--- config.mk ---
export PLATFORM = sky130hd
export DESIGN_NAME = sscs_top
export DESIGN_NICKNAME = d
export VERILOG_FILES = /design/src/rtl/sscs_pkg.sv /design/src/rtl/sscs_top.sv
export SDC_FILE = /design/constraint.sdc
export NUM_CORES = 1
export LEC_CHECK = 0
export BUFFER_PORTS_ARGS = -buffer_cell sky130_fd_sc_hd__buf_2
export CORE_MARGIN = 2
export CORE_UTILIZATION = 60
export DETAILED_ROUTE_END_ITERATION = 8
export HOLD_SLACK_MARGIN = 0.06
export PLACE_DENSITY_LB_ADDON = 0.08
export SLEW_MARGIN = 20
export SYNTH_ARGS = -nofsm -noshare
export SYNTH_HDL_FRONTEND = slang
export SYNTH_SLANG_ARGS = --single-unit
--- constraint.sdc ---
create_clock -name i_clock -period 4.2 [get_ports i_clock]
set_clock_uncertainty 0.15 [all_clocks]
set_input_delay 0.63 -clock i_clock [delete_from_list [all_inputs] [get_ports i_clock]]
set_output_delay 0.63 -clock i_clock [all_outputs]
set_load 0.01 [all_outputs]
--- src/rtl/sscs_pkg.sv ---
package sscs_pkg;
    // ------------------------------------------------------------
    // register map (word index = byte address / 4)
    // ------------------------------------------------------------
    localparam logic [7:0] ADDR_CTRL_MODE  = 8'h00;
    localparam logic [7:0] ADDR_SPD_FIRST  = 8'h04;
    localparam logic [7:0] ADDR_SPD_SECOND = 8'h08;
    localparam logic [7:0] ADDR_SPD_THIRD  = 8'h0C;
    localparam logic [7:0] ADDR_SW_SON     = 8'h10;
    localparam logic [7:0] ADDR_JOG_SPEED  = 8'h14;
    localparam logic [7:0] ADDR_INERTIA    = 8'h18;
    localparam logic [7:0] ADDR_STATUS     = 8'h1C;
    localparam logic [7:0] ADDR_ACT_MODE   = 8'h20;
    localparam logic [7:0] ADDR_FUNC_BASE  = 8'h40;
    localparam int         NUM_INPUTS      = 9;
    // ------------------------------------------------------------
    // function codes
    // ------------------------------------------------------------
    localparam logic [7:0] FN_NONE     = 8'd0;
    localparam logic [7:0] FN_SON      = 8'd101;
    localparam logic [7:0] FN_ALARM_RESET_IN     = 8'd102;
    localparam logic [7:0] FN_TORQUE_LIMIT_ENABLE_IN    = 8'd109;
    localparam logic [7:0] FN_SPEED_SELECT_BIT0     = 8'd114;
    localparam logic [7:0] FN_SPEED_SELECT_BIT1     = 8'd115;
    localparam logic [7:0] FN_ESTOP    = 8'd21;
    localparam logic [7:0] FN_REV_LIM  = 8'd22;
    localparam logic [7:0] FN_FWD_LIM  = 8'd23;
    // ------------------------------------------------------------
    // values and defaults
    // ------------------------------------------------------------
    localparam logic [7:0]  MODE_SPEED      = 8'd2;
    localparam logic [7:0]  MODE_RESET      = 8'd0;
    localparam logic [31:0] SPD_MAX         = 32'sd50000;
    localparam logic [31:0] SPD_MIN         = -32'sd50000;
    localparam logic [15:0] JOG_DEFAULT     = 16'd20;
    localparam logic [15:0] INERTIA_DEFAULT = 16'd50;
    localparam logic [7:0]  ALARM_NONE      = 8'd0;
    localparam logic [7:0]  ALARM_ESTOP     = 8'd13;
    localparam logic [7:0]  ALARM_REV_LIM   = 8'd14;
    localparam logic [7:0]  ALARM_FWD_LIM   = 8'd15;
    localparam logic [1:0]  SRC_ANALOG      = 2'd0;
    localparam logic [1:0]  SRC_FIRST       = 2'd1;
    localparam logic [1:0]  SRC_SECOND      = 2'd2;
    localparam logic [1:0]  SRC_THIRD       = 2'd3;

    typedef enum logic [1:0] {
        SSCS_JOG_IDLE = 2'b00,
        SSCS_JOG_EDIT = 2'b01,
        SSCS_JOG_RUN  = 2'b10
    } sscs_jog_type;
endpackage

--- src/rtl/sscs_top.sv ---
// Decided for this implementation: the address-and-strobe port and the address map.
`timescale 1ns/1ns
module sscs_top
    import sscs_pkg::*;
#(
    parameter int NUM_DI = 9
) (
    // clock and reset
    input  wire logic               i_clock,
    input  wire logic               i_reset,
    // register port
    input  wire logic [7:0]         i_addr,
    input  wire logic [31:0]        i_wdata,
    input  wire logic               i_write,
    input  wire logic               i_read,
    output logic      [31:0]        o_rdata,
    // drive inputs
    input  wire logic [NUM_DI-1:0]  i_digital_input,
    input  wire logic signed [31:0] i_analog_speed,
    // keypad
    input  wire logic               i_key_up,
    input  wire logic               i_key_down,
    input  wire logic               i_key_set,
    input  wire logic               i_key_mode,
    // outputs
    output logic signed [31:0]      o_speed_cmd,
    output logic                    o_motor_enable,
    output logic                    o_torque_limit_enable,
    output logic [7:0]              o_alarm_code,
    output logic                    o_speed_mode
);
    import sscs_pkg::*;

    if (NUM_DI != NUM_INPUTS) begin : g_bad_num_di
        $error("sscs_top: NUM_DI must equal NUM_INPUTS");
    end

    // ------------------------------------------------------------
    // functions
    // ------------------------------------------------------------
    function automatic logic signed [31:0] clamp_spd(input logic signed [31:0] v);
        if (v > $signed(SPD_MAX)) return $signed(SPD_MAX);
        else if (v < $signed(SPD_MIN)) return $signed(SPD_MIN);
        else return v;
    endfunction

    function automatic logic fn_active(input logic [NUM_DI-1:0] lvl,
                                       input logic [NUM_DI*8-1:0] fns,
                                       input logic [7:0] code);
        logic r;
        r = 1'b0;
        for (int k = 0; k < NUM_DI; k++) begin
            if (fns[k*8 +: 8] == code && code != FN_NONE && lvl[k]) r = 1'b1;
        end
        return r;
    endfunction

    // ------------------------------------------------------------
    // register file
    // ------------------------------------------------------------
    // the configured mode is kept over a restart, like a stored parameter;
    // only the power-up value comes from the initialiser
    logic [7:0]         mode_cfg_q = MODE_RESET;
    logic [7:0]         mode_cfg_d;
    logic               speed_mode_q;
    logic [7:0]         mode_act_q, mode_act_d;
    logic               started_q, started_d;
    logic signed [31:0] speed_select_bit1_q, speed_select_bit1_d, spd2_q, spd2_d, spd3_q, spd3_d;
    logic               sw_son_q, sw_son_d;
    logic [15:0]        jog_q, jog_d;
    logic [15:0]        inertia_q, inertia_d;
    logic [NUM_DI*8-1:0] fn_q, fn_d;
    logic [31:0]        rdata_q, rdata_d;
    logic [7:0]         alarm_q;
    sscs_jog_type       jog_st_q;

    always_comb begin
        mode_cfg_d = mode_cfg_q;
        mode_act_d = mode_act_q;
        started_d  = 1'b1;
        speed_select_bit1_d     = speed_select_bit1_q;
        spd2_d     = spd2_q;
        spd3_d     = spd3_q;
        sw_son_d   = sw_son_q;
        jog_d      = jog_q;
        inertia_d  = inertia_q;
        fn_d       = fn_q;
        rdata_d    = 32'h0000_0000;
        if (!started_q) mode_act_d = mode_cfg_q;
        if (jog_st_q == SSCS_JOG_EDIT) begin
            if (i_key_up) jog_d = jog_q + 16'h0001;
            else if (i_key_down && jog_q != 16'h0000) jog_d = jog_q - 16'h0001;
        end
        if (i_write) begin
            unique case (i_addr)
                ADDR_CTRL_MODE:  mode_cfg_d = i_wdata[7:0];
                ADDR_SPD_FIRST:  speed_select_bit1_d = clamp_spd(i_wdata);
                ADDR_SPD_SECOND: spd2_d = clamp_spd(i_wdata);
                ADDR_SPD_THIRD:  spd3_d = clamp_spd(i_wdata);
                ADDR_SW_SON:     sw_son_d = i_wdata[0];
                ADDR_JOG_SPEED:  jog_d = i_wdata[15:0];
                ADDR_INERTIA:    inertia_d = i_wdata[15:0];
                default: begin
                    for (int k = 0; k < NUM_DI; k++) begin
                        if (i_addr == ADDR_FUNC_BASE + 8'(k*4)) fn_d[k*8 +: 8] = i_wdata[7:0];
                    end
                end
            endcase
        end
        if (i_read) begin
            unique case (i_addr)
                ADDR_CTRL_MODE:  rdata_d = {24'h00_0000, mode_cfg_q};
                ADDR_SPD_FIRST:  rdata_d = speed_select_bit1_q;
                ADDR_SPD_SECOND: rdata_d = spd2_q;
                ADDR_SPD_THIRD:  rdata_d = spd3_q;
                ADDR_SW_SON:     rdata_d = {31'h0000_0000, sw_son_q};
                ADDR_JOG_SPEED:  rdata_d = {16'h0000, jog_q};
                ADDR_INERTIA:    rdata_d = {16'h0000, inertia_q};
                ADDR_STATUS:     rdata_d = {22'h00_0000, jog_st_q, alarm_q};
                ADDR_ACT_MODE:   rdata_d = {24'h00_0000, mode_act_q};
                default: begin
                    for (int k = 0; k < NUM_DI; k++) begin
                        if (i_addr == ADDR_FUNC_BASE + 8'(k*4)) rdata_d = {24'h00_0000, fn_q[k*8 +: 8]};
                    end
                end
            endcase
        end
    end

    always_ff @(posedge i_clock) begin
        if (i_reset) begin
            mode_act_q <= MODE_RESET;
            speed_mode_q <= 1'b0;
            started_q  <= 1'b0;
            speed_select_bit1_q     <= 32'h0000_0000;
            spd2_q     <= 32'h0000_0000;
            spd3_q     <= 32'h0000_0000;
            sw_son_q   <= 1'b0;
            jog_q      <= JOG_DEFAULT;
            inertia_q  <= INERTIA_DEFAULT;
            fn_q       <= {8'd0, FN_ESTOP, FN_FWD_LIM, FN_REV_LIM,
                           FN_ALARM_RESET_IN, FN_SPEED_SELECT_BIT1, FN_SPEED_SELECT_BIT0, FN_TORQUE_LIMIT_ENABLE_IN, FN_SON};
            rdata_q    <= 32'h0000_0000;
        end else begin
            mode_cfg_q <= mode_cfg_d;
            mode_act_q <= mode_act_d;
            speed_mode_q <= (mode_act_d == MODE_SPEED);
            started_q  <= started_d;
            speed_select_bit1_q     <= speed_select_bit1_d;
            spd2_q     <= spd2_d;
            spd3_q     <= spd3_d;
            sw_son_q   <= sw_son_d;
            jog_q      <= jog_d;
            inertia_q  <= inertia_d;
            fn_q       <= fn_d;
            rdata_q    <= rdata_d;
        end
    end
    assign o_rdata = rdata_q;

    // ------------------------------------------------------------
    // input functions and alarms
    // ------------------------------------------------------------
    logic [NUM_DI-1:0] di_q;
    logic [7:0]        alarm_d;
    logic              son_q, son_d, trq_q, trq_d;
    logic [1:0]        sel;

    assign sel = {fn_active(di_q, fn_q, FN_SPEED_SELECT_BIT1), fn_active(di_q, fn_q, FN_SPEED_SELECT_BIT0)};

    always_comb begin
        alarm_d = alarm_q;
        if (fn_active(di_q, fn_q, FN_ALARM_RESET_IN)) alarm_d = ALARM_NONE;
        // a new alarm wins over a simultaneous reset so no event is lost
        if (fn_active(di_q, fn_q, FN_ESTOP)) alarm_d = ALARM_ESTOP;
        else if (fn_active(di_q, fn_q, FN_REV_LIM)) alarm_d = ALARM_REV_LIM;
        else if (fn_active(di_q, fn_q, FN_FWD_LIM)) alarm_d = ALARM_FWD_LIM;
        son_d = (fn_active(di_q, fn_q, FN_SON) || sw_son_q) && (alarm_d == ALARM_NONE);
        trq_d = fn_active(di_q, fn_q, FN_TORQUE_LIMIT_ENABLE_IN);
    end

    always_ff @(posedge i_clock) begin
        if (i_reset) begin
            di_q    <= '0;
            alarm_q <= ALARM_NONE;
            son_q   <= 1'b0;
            trq_q   <= 1'b0;
        end else begin
            di_q    <= i_digital_input;
            alarm_q <= alarm_d;
            son_q   <= son_d;
            trq_q   <= trq_d;
        end
    end

    // ------------------------------------------------------------
    // keypad jog
    // ------------------------------------------------------------
    sscs_jog_type jog_st_d;

    always_comb begin
        jog_st_d = jog_st_q;
        unique case (jog_st_q)
            SSCS_JOG_IDLE: if (i_key_set && sw_son_q) jog_st_d = SSCS_JOG_EDIT;
            SSCS_JOG_EDIT: if (i_key_set) jog_st_d = SSCS_JOG_RUN;
                           else if (i_key_mode) jog_st_d = SSCS_JOG_IDLE;
            SSCS_JOG_RUN:  if (i_key_mode) jog_st_d = SSCS_JOG_IDLE;
            default:       jog_st_d = SSCS_JOG_IDLE;
        endcase
    end

    always_ff @(posedge i_clock) begin
        if (i_reset) jog_st_q <= SSCS_JOG_IDLE;
        else jog_st_q <= jog_st_d;
    end

    // ------------------------------------------------------------
    // speed command, units of 0.1 r/min
    // ------------------------------------------------------------
    logic signed [31:0] cmd_q, cmd_d;
    logic               en_q, en_d;
    logic signed [31:0] jog_tenth;

    // jog speed is held in whole r/min; scale it to the command unit
    assign jog_tenth = $signed({16'h0000, jog_q}) * 32'sd10;

    always_comb begin
        en_d = son_d;
        unique case (sel)
            SRC_ANALOG: cmd_d = i_analog_speed;
            SRC_FIRST:  cmd_d = speed_select_bit1_q;
            SRC_SECOND: cmd_d = spd2_q;
            SRC_THIRD:  cmd_d = spd3_q;
        endcase
        if (jog_st_q == SSCS_JOG_RUN) begin
            if (i_key_up) cmd_d = jog_tenth;
            else if (i_key_down) cmd_d = -jog_tenth;
            else cmd_d = 32'h0000_0000;
            en_d = sw_son_q && (alarm_d == ALARM_NONE) && (i_key_up || i_key_down);
        end
        if (!en_d) cmd_d = 32'h0000_0000;
    end

    always_ff @(posedge i_clock) begin
        if (i_reset) begin
            cmd_q <= 32'h0000_0000;
            en_q  <= 1'b0;
        end else begin
            cmd_q <= cmd_d;
            en_q  <= en_d;
        end
    end

    assign o_speed_cmd           = cmd_q;
    assign o_motor_enable        = en_q;
    assign o_torque_limit_enable = trq_q;
    assign o_alarm_code          = alarm_q;
    assign o_speed_mode          = speed_mode_q;

    // ------------------------------------------------------------
    // assertions
    // ------------------------------------------------------------
    a_spd_clamp: assert property (@(posedge i_clock) disable iff (i_reset)
        $signed(speed_select_bit1_q) <= $signed(SPD_MAX) && $signed(speed_select_bit1_q) >= $signed(SPD_MIN))
        else $error("first speed out of range");
    a_mode_hold: assert property (@(posedge i_clock) disable iff (i_reset)
        started_q && $past(started_q) |-> $stable(mode_act_q))
        else $error("mode changed without restart");
    a_sel_first: assert property (@(posedge i_clock) disable iff (i_reset)
        sel == SRC_FIRST && son_d && jog_st_q != SSCS_JOG_RUN |=> cmd_q == $past(speed_select_bit1_q))
        else $error("first speed not selected");
    a_sel_third: assert property (@(posedge i_clock) disable iff (i_reset)
        sel == SRC_THIRD && son_d && jog_st_q != SSCS_JOG_RUN |=> cmd_q == $past(spd3_q))
        else $error("third speed not selected");
    a_sel_analog: assert property (@(posedge i_clock) disable iff (i_reset)
        sel == SRC_ANALOG && son_d && jog_st_q != SSCS_JOG_RUN |=> cmd_q == $past(i_analog_speed))
        else $error("analog not selected");
    a_off_zero: assert property (@(posedge i_clock) disable iff (i_reset)
        !o_motor_enable |-> o_speed_cmd == 32'h0000_0000)
        else $error("command while disabled");
    a_alarm_off: assert property (@(posedge i_clock) disable iff (i_reset)
        alarm_q != ALARM_NONE |-> !o_motor_enable)
        else $error("enabled during alarm");
    a_jog_stop: assert property (@(posedge i_clock) disable iff (i_reset)
        jog_st_q == SSCS_JOG_RUN && !i_key_up && !i_key_down |=> o_speed_cmd == 32'h0000_0000)
        else $error("jog did not stop");
    c_jog_run: cover property (@(posedge i_clock) jog_st_q == SSCS_JOG_RUN && i_key_up);
    c_estop:   cover property (@(posedge i_clock) alarm_q == ALARM_ESTOP);
    c_third:   cover property (@(posedge i_clock) sel == SRC_THIRD && o_motor_enable);
endmodule
==> After elaboration in Yosys (flattened, before gate mapping) <==
Cells that the tools add are included.
{ "word_totals": {"ff_bits": 304, "out_inout_bits": 75} }
{ "op_classes": {"add_sub_neg": 3, "eq_ne": 96, "n_reduce_logical": 102, "bitwise": 4, "mux": 107, "order_cmp": 2, "n_mul": 1} }
{ "op_table": {"columns": ["operator", "n"], "rows": [
  ["== test 8 x 7 -> 1 bit, second input constant", 54],
  ["2-to-1 mux 32 bit", 13],
  ["case mux 32 bit (9 select lines)", 1],
  ["== test 8 x 5 -> 1 bit, second input constant", 31],
  ["case mux 32 bit (4 select lines)", 1],
  ["2-to-1 mux 16 bit", 5],
  ["logical AND 1 bit", 77],
  ["2-to-1 mux 1 bit", 77],
  ["2-to-1 mux 8 bit", 6],
  ["> comparator 32 x 17 -> 1 bit, second input constant", 1],
  ["< comparator 32 x 17 -> 1 bit, second input constant", 1],
  ["negator 20 -> 32 bit", 1],
  ["AND reduction 3 bit", 10],
  ["multiplier 16 x 3 -> 19 bit, second input constant", 1],
  ["adder 16 x 1 -> 16 bit, second input constant", 1],
  ["== test 8 x 4 -> 1 bit, second input constant", 2],
  ["logical NOT 8 bit", 2],
  ["nonzero test 16 bit", 1],
  ["subtractor 16 x 1 -> 16 bit, second input constant", 1],
  ["AND reduction 2 bit", 5],
  ["== test 8 x 2 -> 1 bit, second input constant", 1],
  ["== test 8 x 3 -> 1 bit, second input constant", 1],
  ["== test 8 x 6 -> 1 bit, second input constant", 1],
  ["OR reduction 7 bit", 1],
  ["other kinds (9)", 20]
]} }

==> Longest topological paths before layout <==
{ "logic_depth": {"word_depth": 23, "depth_mapped": 12, "depth_no_buf": 11} }

==> Worst setup path after synthesis <==
OpenSTA, ideal clock, no wires.
{ "synth_timing": {"path_kind": "register -> register", "from": "register jog_q[3]", "to": "register cmd_q[20] (netlist: o_speed_cmd[20])", "slack_ps": 658, "stages_incl_launch_ff": 12, "period_less_slack_ps": 3542, "t_arrival_ps": 3260, "cell_sequence": "dfxtp_1 -> ha_1 -> ha_1 -> fa_1 -> a21oi_1 -> nor3_1 -> or4b_1 -> buf_2 -> or4_4 -> nor4_4 -> a311o_2 -> a21oi_1"} }
{ "synth_between": {"elab_chain_cells": 5} }
{ "synth_lines": {"columns": ["element", "line", "rtl"], "rows": [
  ["from (decl)", "sscs_top.sv:70", "logic [15:0] jog_q, jog_d;"],
  ["from (signal assigned)", "sscs_top.sv:153", "jog_q <= jog_d;"],
  ["multiplier 16 x 3 -> 19 bit", "sscs_top.sv:225", "assign jog_tenth = $signed({16'h0000, jog_q}) * 32'sd10;"],
  ["negator 20 -> 32 bit", "sscs_top.sv:237", "else if (i_key_down) cmd_d = -jog_tenth;"],
  ["2-to-1 mux 32 bit", "sscs_top.sv:237", null],
  ["2-to-1 mux 32 bit", "sscs_top.sv:236", "if (i_key_up) cmd_d = jog_tenth;"],
  ["2-to-1 mux 32 bit", "sscs_top.sv:235", "if (jog_st_q == SSCS_JOG_RUN) begin"],
  ["to (signal assigned)", "sscs_top.sv:249", "cmd_q <= cmd_d;"],
  ["to (decl)", "sscs_top.sv:220", "logic signed [31:0] cmd_q, cmd_d;"]
]} }
Every way passes these cells.
A chain may end at the register's enable or synchronous reset.

==> Final worst setup path <==
{ "layout_timing": {"from": "register jog_q[9]", "to": "register cmd_q[31] (netlist: o_speed_cmd[31])"} }
The elaborated chain is that of the path after synthesis.

==> flow_metrics.tcl <==
set metrics [dict create \
    outcome "finished clean" \
    grt_pass1_vias 14782 \
    final_nets 2154 \
    path_buf_inv 0 \
    power_per_cell_area_nw_per_um2 352.8 \
    ys_async_sr_fraction 0 \
    synth_area_um2 15900 \
    crit_cells 10 \
    syn_to_final_growth_pct 14.35 \
    synth_fp_nets 2031 \
    gp_congestion 0.9489 \
    wl_per_cell_um 23.55 \
    via_per_inst 6.725 \
    finalHoldViolCount 0 \
    cts-hold-fix-buffers 0 \
    dr.pass1.iters 9 \
    grt_max_degree 71 \
    max_slew.worst_pin.slew_ns 1.087 \
    crit_path_start_kind "flip-flop" \
    cts_htree_levels 2 \
    p_leak_nw 6.850 \
    cts_resized 0 \
    hold_path.startpoint "i_digital_input[3]" \
    ant_nets 0 \
    dp_hpwl_mm 38.95 \
    drv_cap 0 \
    syn-mean-instance-area_um2 8.322 \
    num_rows 59 \
    crit_family "simple AND/OR/NAND/NOR gates" \
    min_path_cells 2 \
    die_h_um 166.8 \
    maxSlewViolCount 0 \
    max_freq_ghz 0.2596 \
    critPathMaxStageDelay_ns 0.63 \
    rsz0062_at_grt "false" \
    synthFlopType "dfxtp_1" \
    drc 0 \
    final_common_cell "dfxtp_1" \
    drive_gt1_frac 0.1531 \
    cp_cell_sequence "ha_1, ha_1, nand2b_1, nor3_1, or4b_1, nor4_1, o2111ai_1, nor4_2, a211o_1, a21oi_1" \
    yosysWarnings 0 \
    cp_common_cell "ha_1" \
    placed_cells 2331 \
    cp_max_fo 10 \
    hold_path.class "in -> reg" \
    clock_sinks 304 \
    finalNonFillerCells 2393 \
    max_slew_margin 0.2732 \
    cp-end-kind "flip-flop" \
    port_buffers 163 \
    synthCells 1910 \
    die_w_um 166.8 \
    ys_seq_elements 304 \
    peakVddDrop_v 0.0003945 \
    startpoint "jog_q[9]$_SDFF_PP0_" \
    grt.overflow.total 0 \
    layout_common_cells "dfxtp_1, nand2_1, nor2_1" \
    clk_pin_slew_ns 0.06 \
    finalSetupTns_ns 0 \
    r2r_cells 10 \
    cts_buffers 35 \
    ys_types 83 \
    critPathRequiredTime_ns 4.45 \
    post_cts_buffers 0 \
    grtUsageTotal 0.3902 \
    tritoncts "done" \
    die-area_um2 27810 \
    cp.arrival_ns 4.10 \
    finalCritPeriodShare 0.9172 \
    ios 164 \
    drtIter0Drc 2434 \
    drt_wl_total_mm 56.37 \
    slowest_stage "or4b_1" \
    reg2reg_from "jog_q[9]$_SDFF_PP0_" \
    clk_latency_ns 0.53 \
    critPathKind "reg -> reg" \
    num_vias 16092 \
    finalCriticalPeriod_ns 3.852 \
    start_util 0.6100 \
    clock_path_buffers 3 \
    grt_pass1_wl_mm 85.82 \
    core_area_um2 26060 \
    synth-edff-count 8 \
    yosysSeqAreaShare 0.3879 \
    finalSetupViolations 0 \
    antenna_found_initial 2 \
    clockRootBuffer "clkbuf_16" \
]
[worst paths after layout]
| check | to | slack [ns] |
|---|---|---|
| max | o_speed_cmd[31]$_SDFF_PP0_ | 0.35 |
| min | di_q[3]$_SDFF_PP0_ | 0.17 |
| max reg2reg | o_speed_cmd[31]$_SDFF_PP0_ | 0.35 |
| min reg2reg | inertia_q[11]$_SDFFE_PP0P_ | 0.31 |
[kinds of logic after synthesis]
kind of cell,synth area share
AOI/OAI and AO/OA,0.1994
xor gates and xnor gates,0.01433
adders and majority gates,0.02566
buffers and inverters,0.03668
DFF,0.3879
muxes,0.1026
and+or+nand+nor,0.2334
[final cells by class]
cell class              instances  area (um2)
well taps                     335       419.2
diodes                          1       2.502
clock buffers                  47       962.2
repair buffers                209        1180
clock inverters                14       165.2
flip-flops and latches        304        6166
multi-input cells            1458        9188
inverters                      25       93.84
fillers                      2147        7883
[flip-flops by register name, indices dropped and copies added, names as in the netlist]
signal and flops:
fn_q 72, o_rdata 32, o_speed_cmd 32, spd2_q 32, spd3_q 32, speed_select_bit1_q 32
inertia_q 16, jog_q 16, di_q 9, mode_act_q 8, mode_cfg_q 8, o_alarm_code 8
jog_st_q 2, o_motor_enable 1, o_speed_mode 1, o_torque_limit_enable 1, started_q 1, sw_son_q 1
[synth_stat cells (11+ instances only)]
library cell,instances,area [um2]
a211oi_1,36,270.3
a21oi_1,152,760.7
a222oi_1,28,280.3
a22oi_1,61,457.9
a31oi_1,23,143.9
buf_2,16,80.08
clkbuf_1,101,379.1
dfxtp_1,296,5926
ha_1,31,387.9
inv_1,25,93.84
mux2_2,16,180.2
mux2i_1,145,1451
nand2_1,290,1089
nand2b_1,23,143.9
nand3_1,51,255.2
nand3b_1,11,82.58
nand4_1,24,150.1
nor2_1,186,698.2
nor2b_1,24,150.1
nor3_1,33,165.2
nor4_1,30,187.7
o211ai_1,27,202.7
o21a_1,23,172.7
o21ai_0,25,125.1
o22ai_1,21,131.4
or3_1,19,118.9
or4_1,12,90.09
xnor2_1,16,140.1
[power by group]
group	internal, mW	switching (mW)	leakage, nW	total [mW]
combinational	0.145	0.290	3.84	0.435
clock	1.80	1.24	0.550	3.04
sequential	2.91	0.0189	2.46	2.93
total	4.86	1.55	6.85	6.41
[through the flow]
step	power, mW	utilization	hold WS, ns	area, um2	worst slack, ns
2_1_floorplan	3.229	-	0.2857	15900	0.6577
3_3_place_gp	3.406	0.6539	0.2933	17040	0.3238
3_5_place_dp	3.410	0.6539	0.3006	17040	0.2674
4_1_cts	6.404	0.6972	0.1654	18170	0.2788
5_1_grt	6.554	0.6974	0.1757	18170	0.07053
6_report	6.412	0.6975	0.1674	18180	0.3478
[per-layer routing]
layer | global-route usage | up-vias | wire length, um
met5 | 0 | - | 15
met2 | 0.5882 | 1063 | 24300
li1 | - | 7258 | -
met3 | 0.08246 | 185 | 6766
met1 | 0.5470 | 7584 | 22900
met4 | 0.1559 | 2 | 2382
Power figures use the tool's default switching activity.
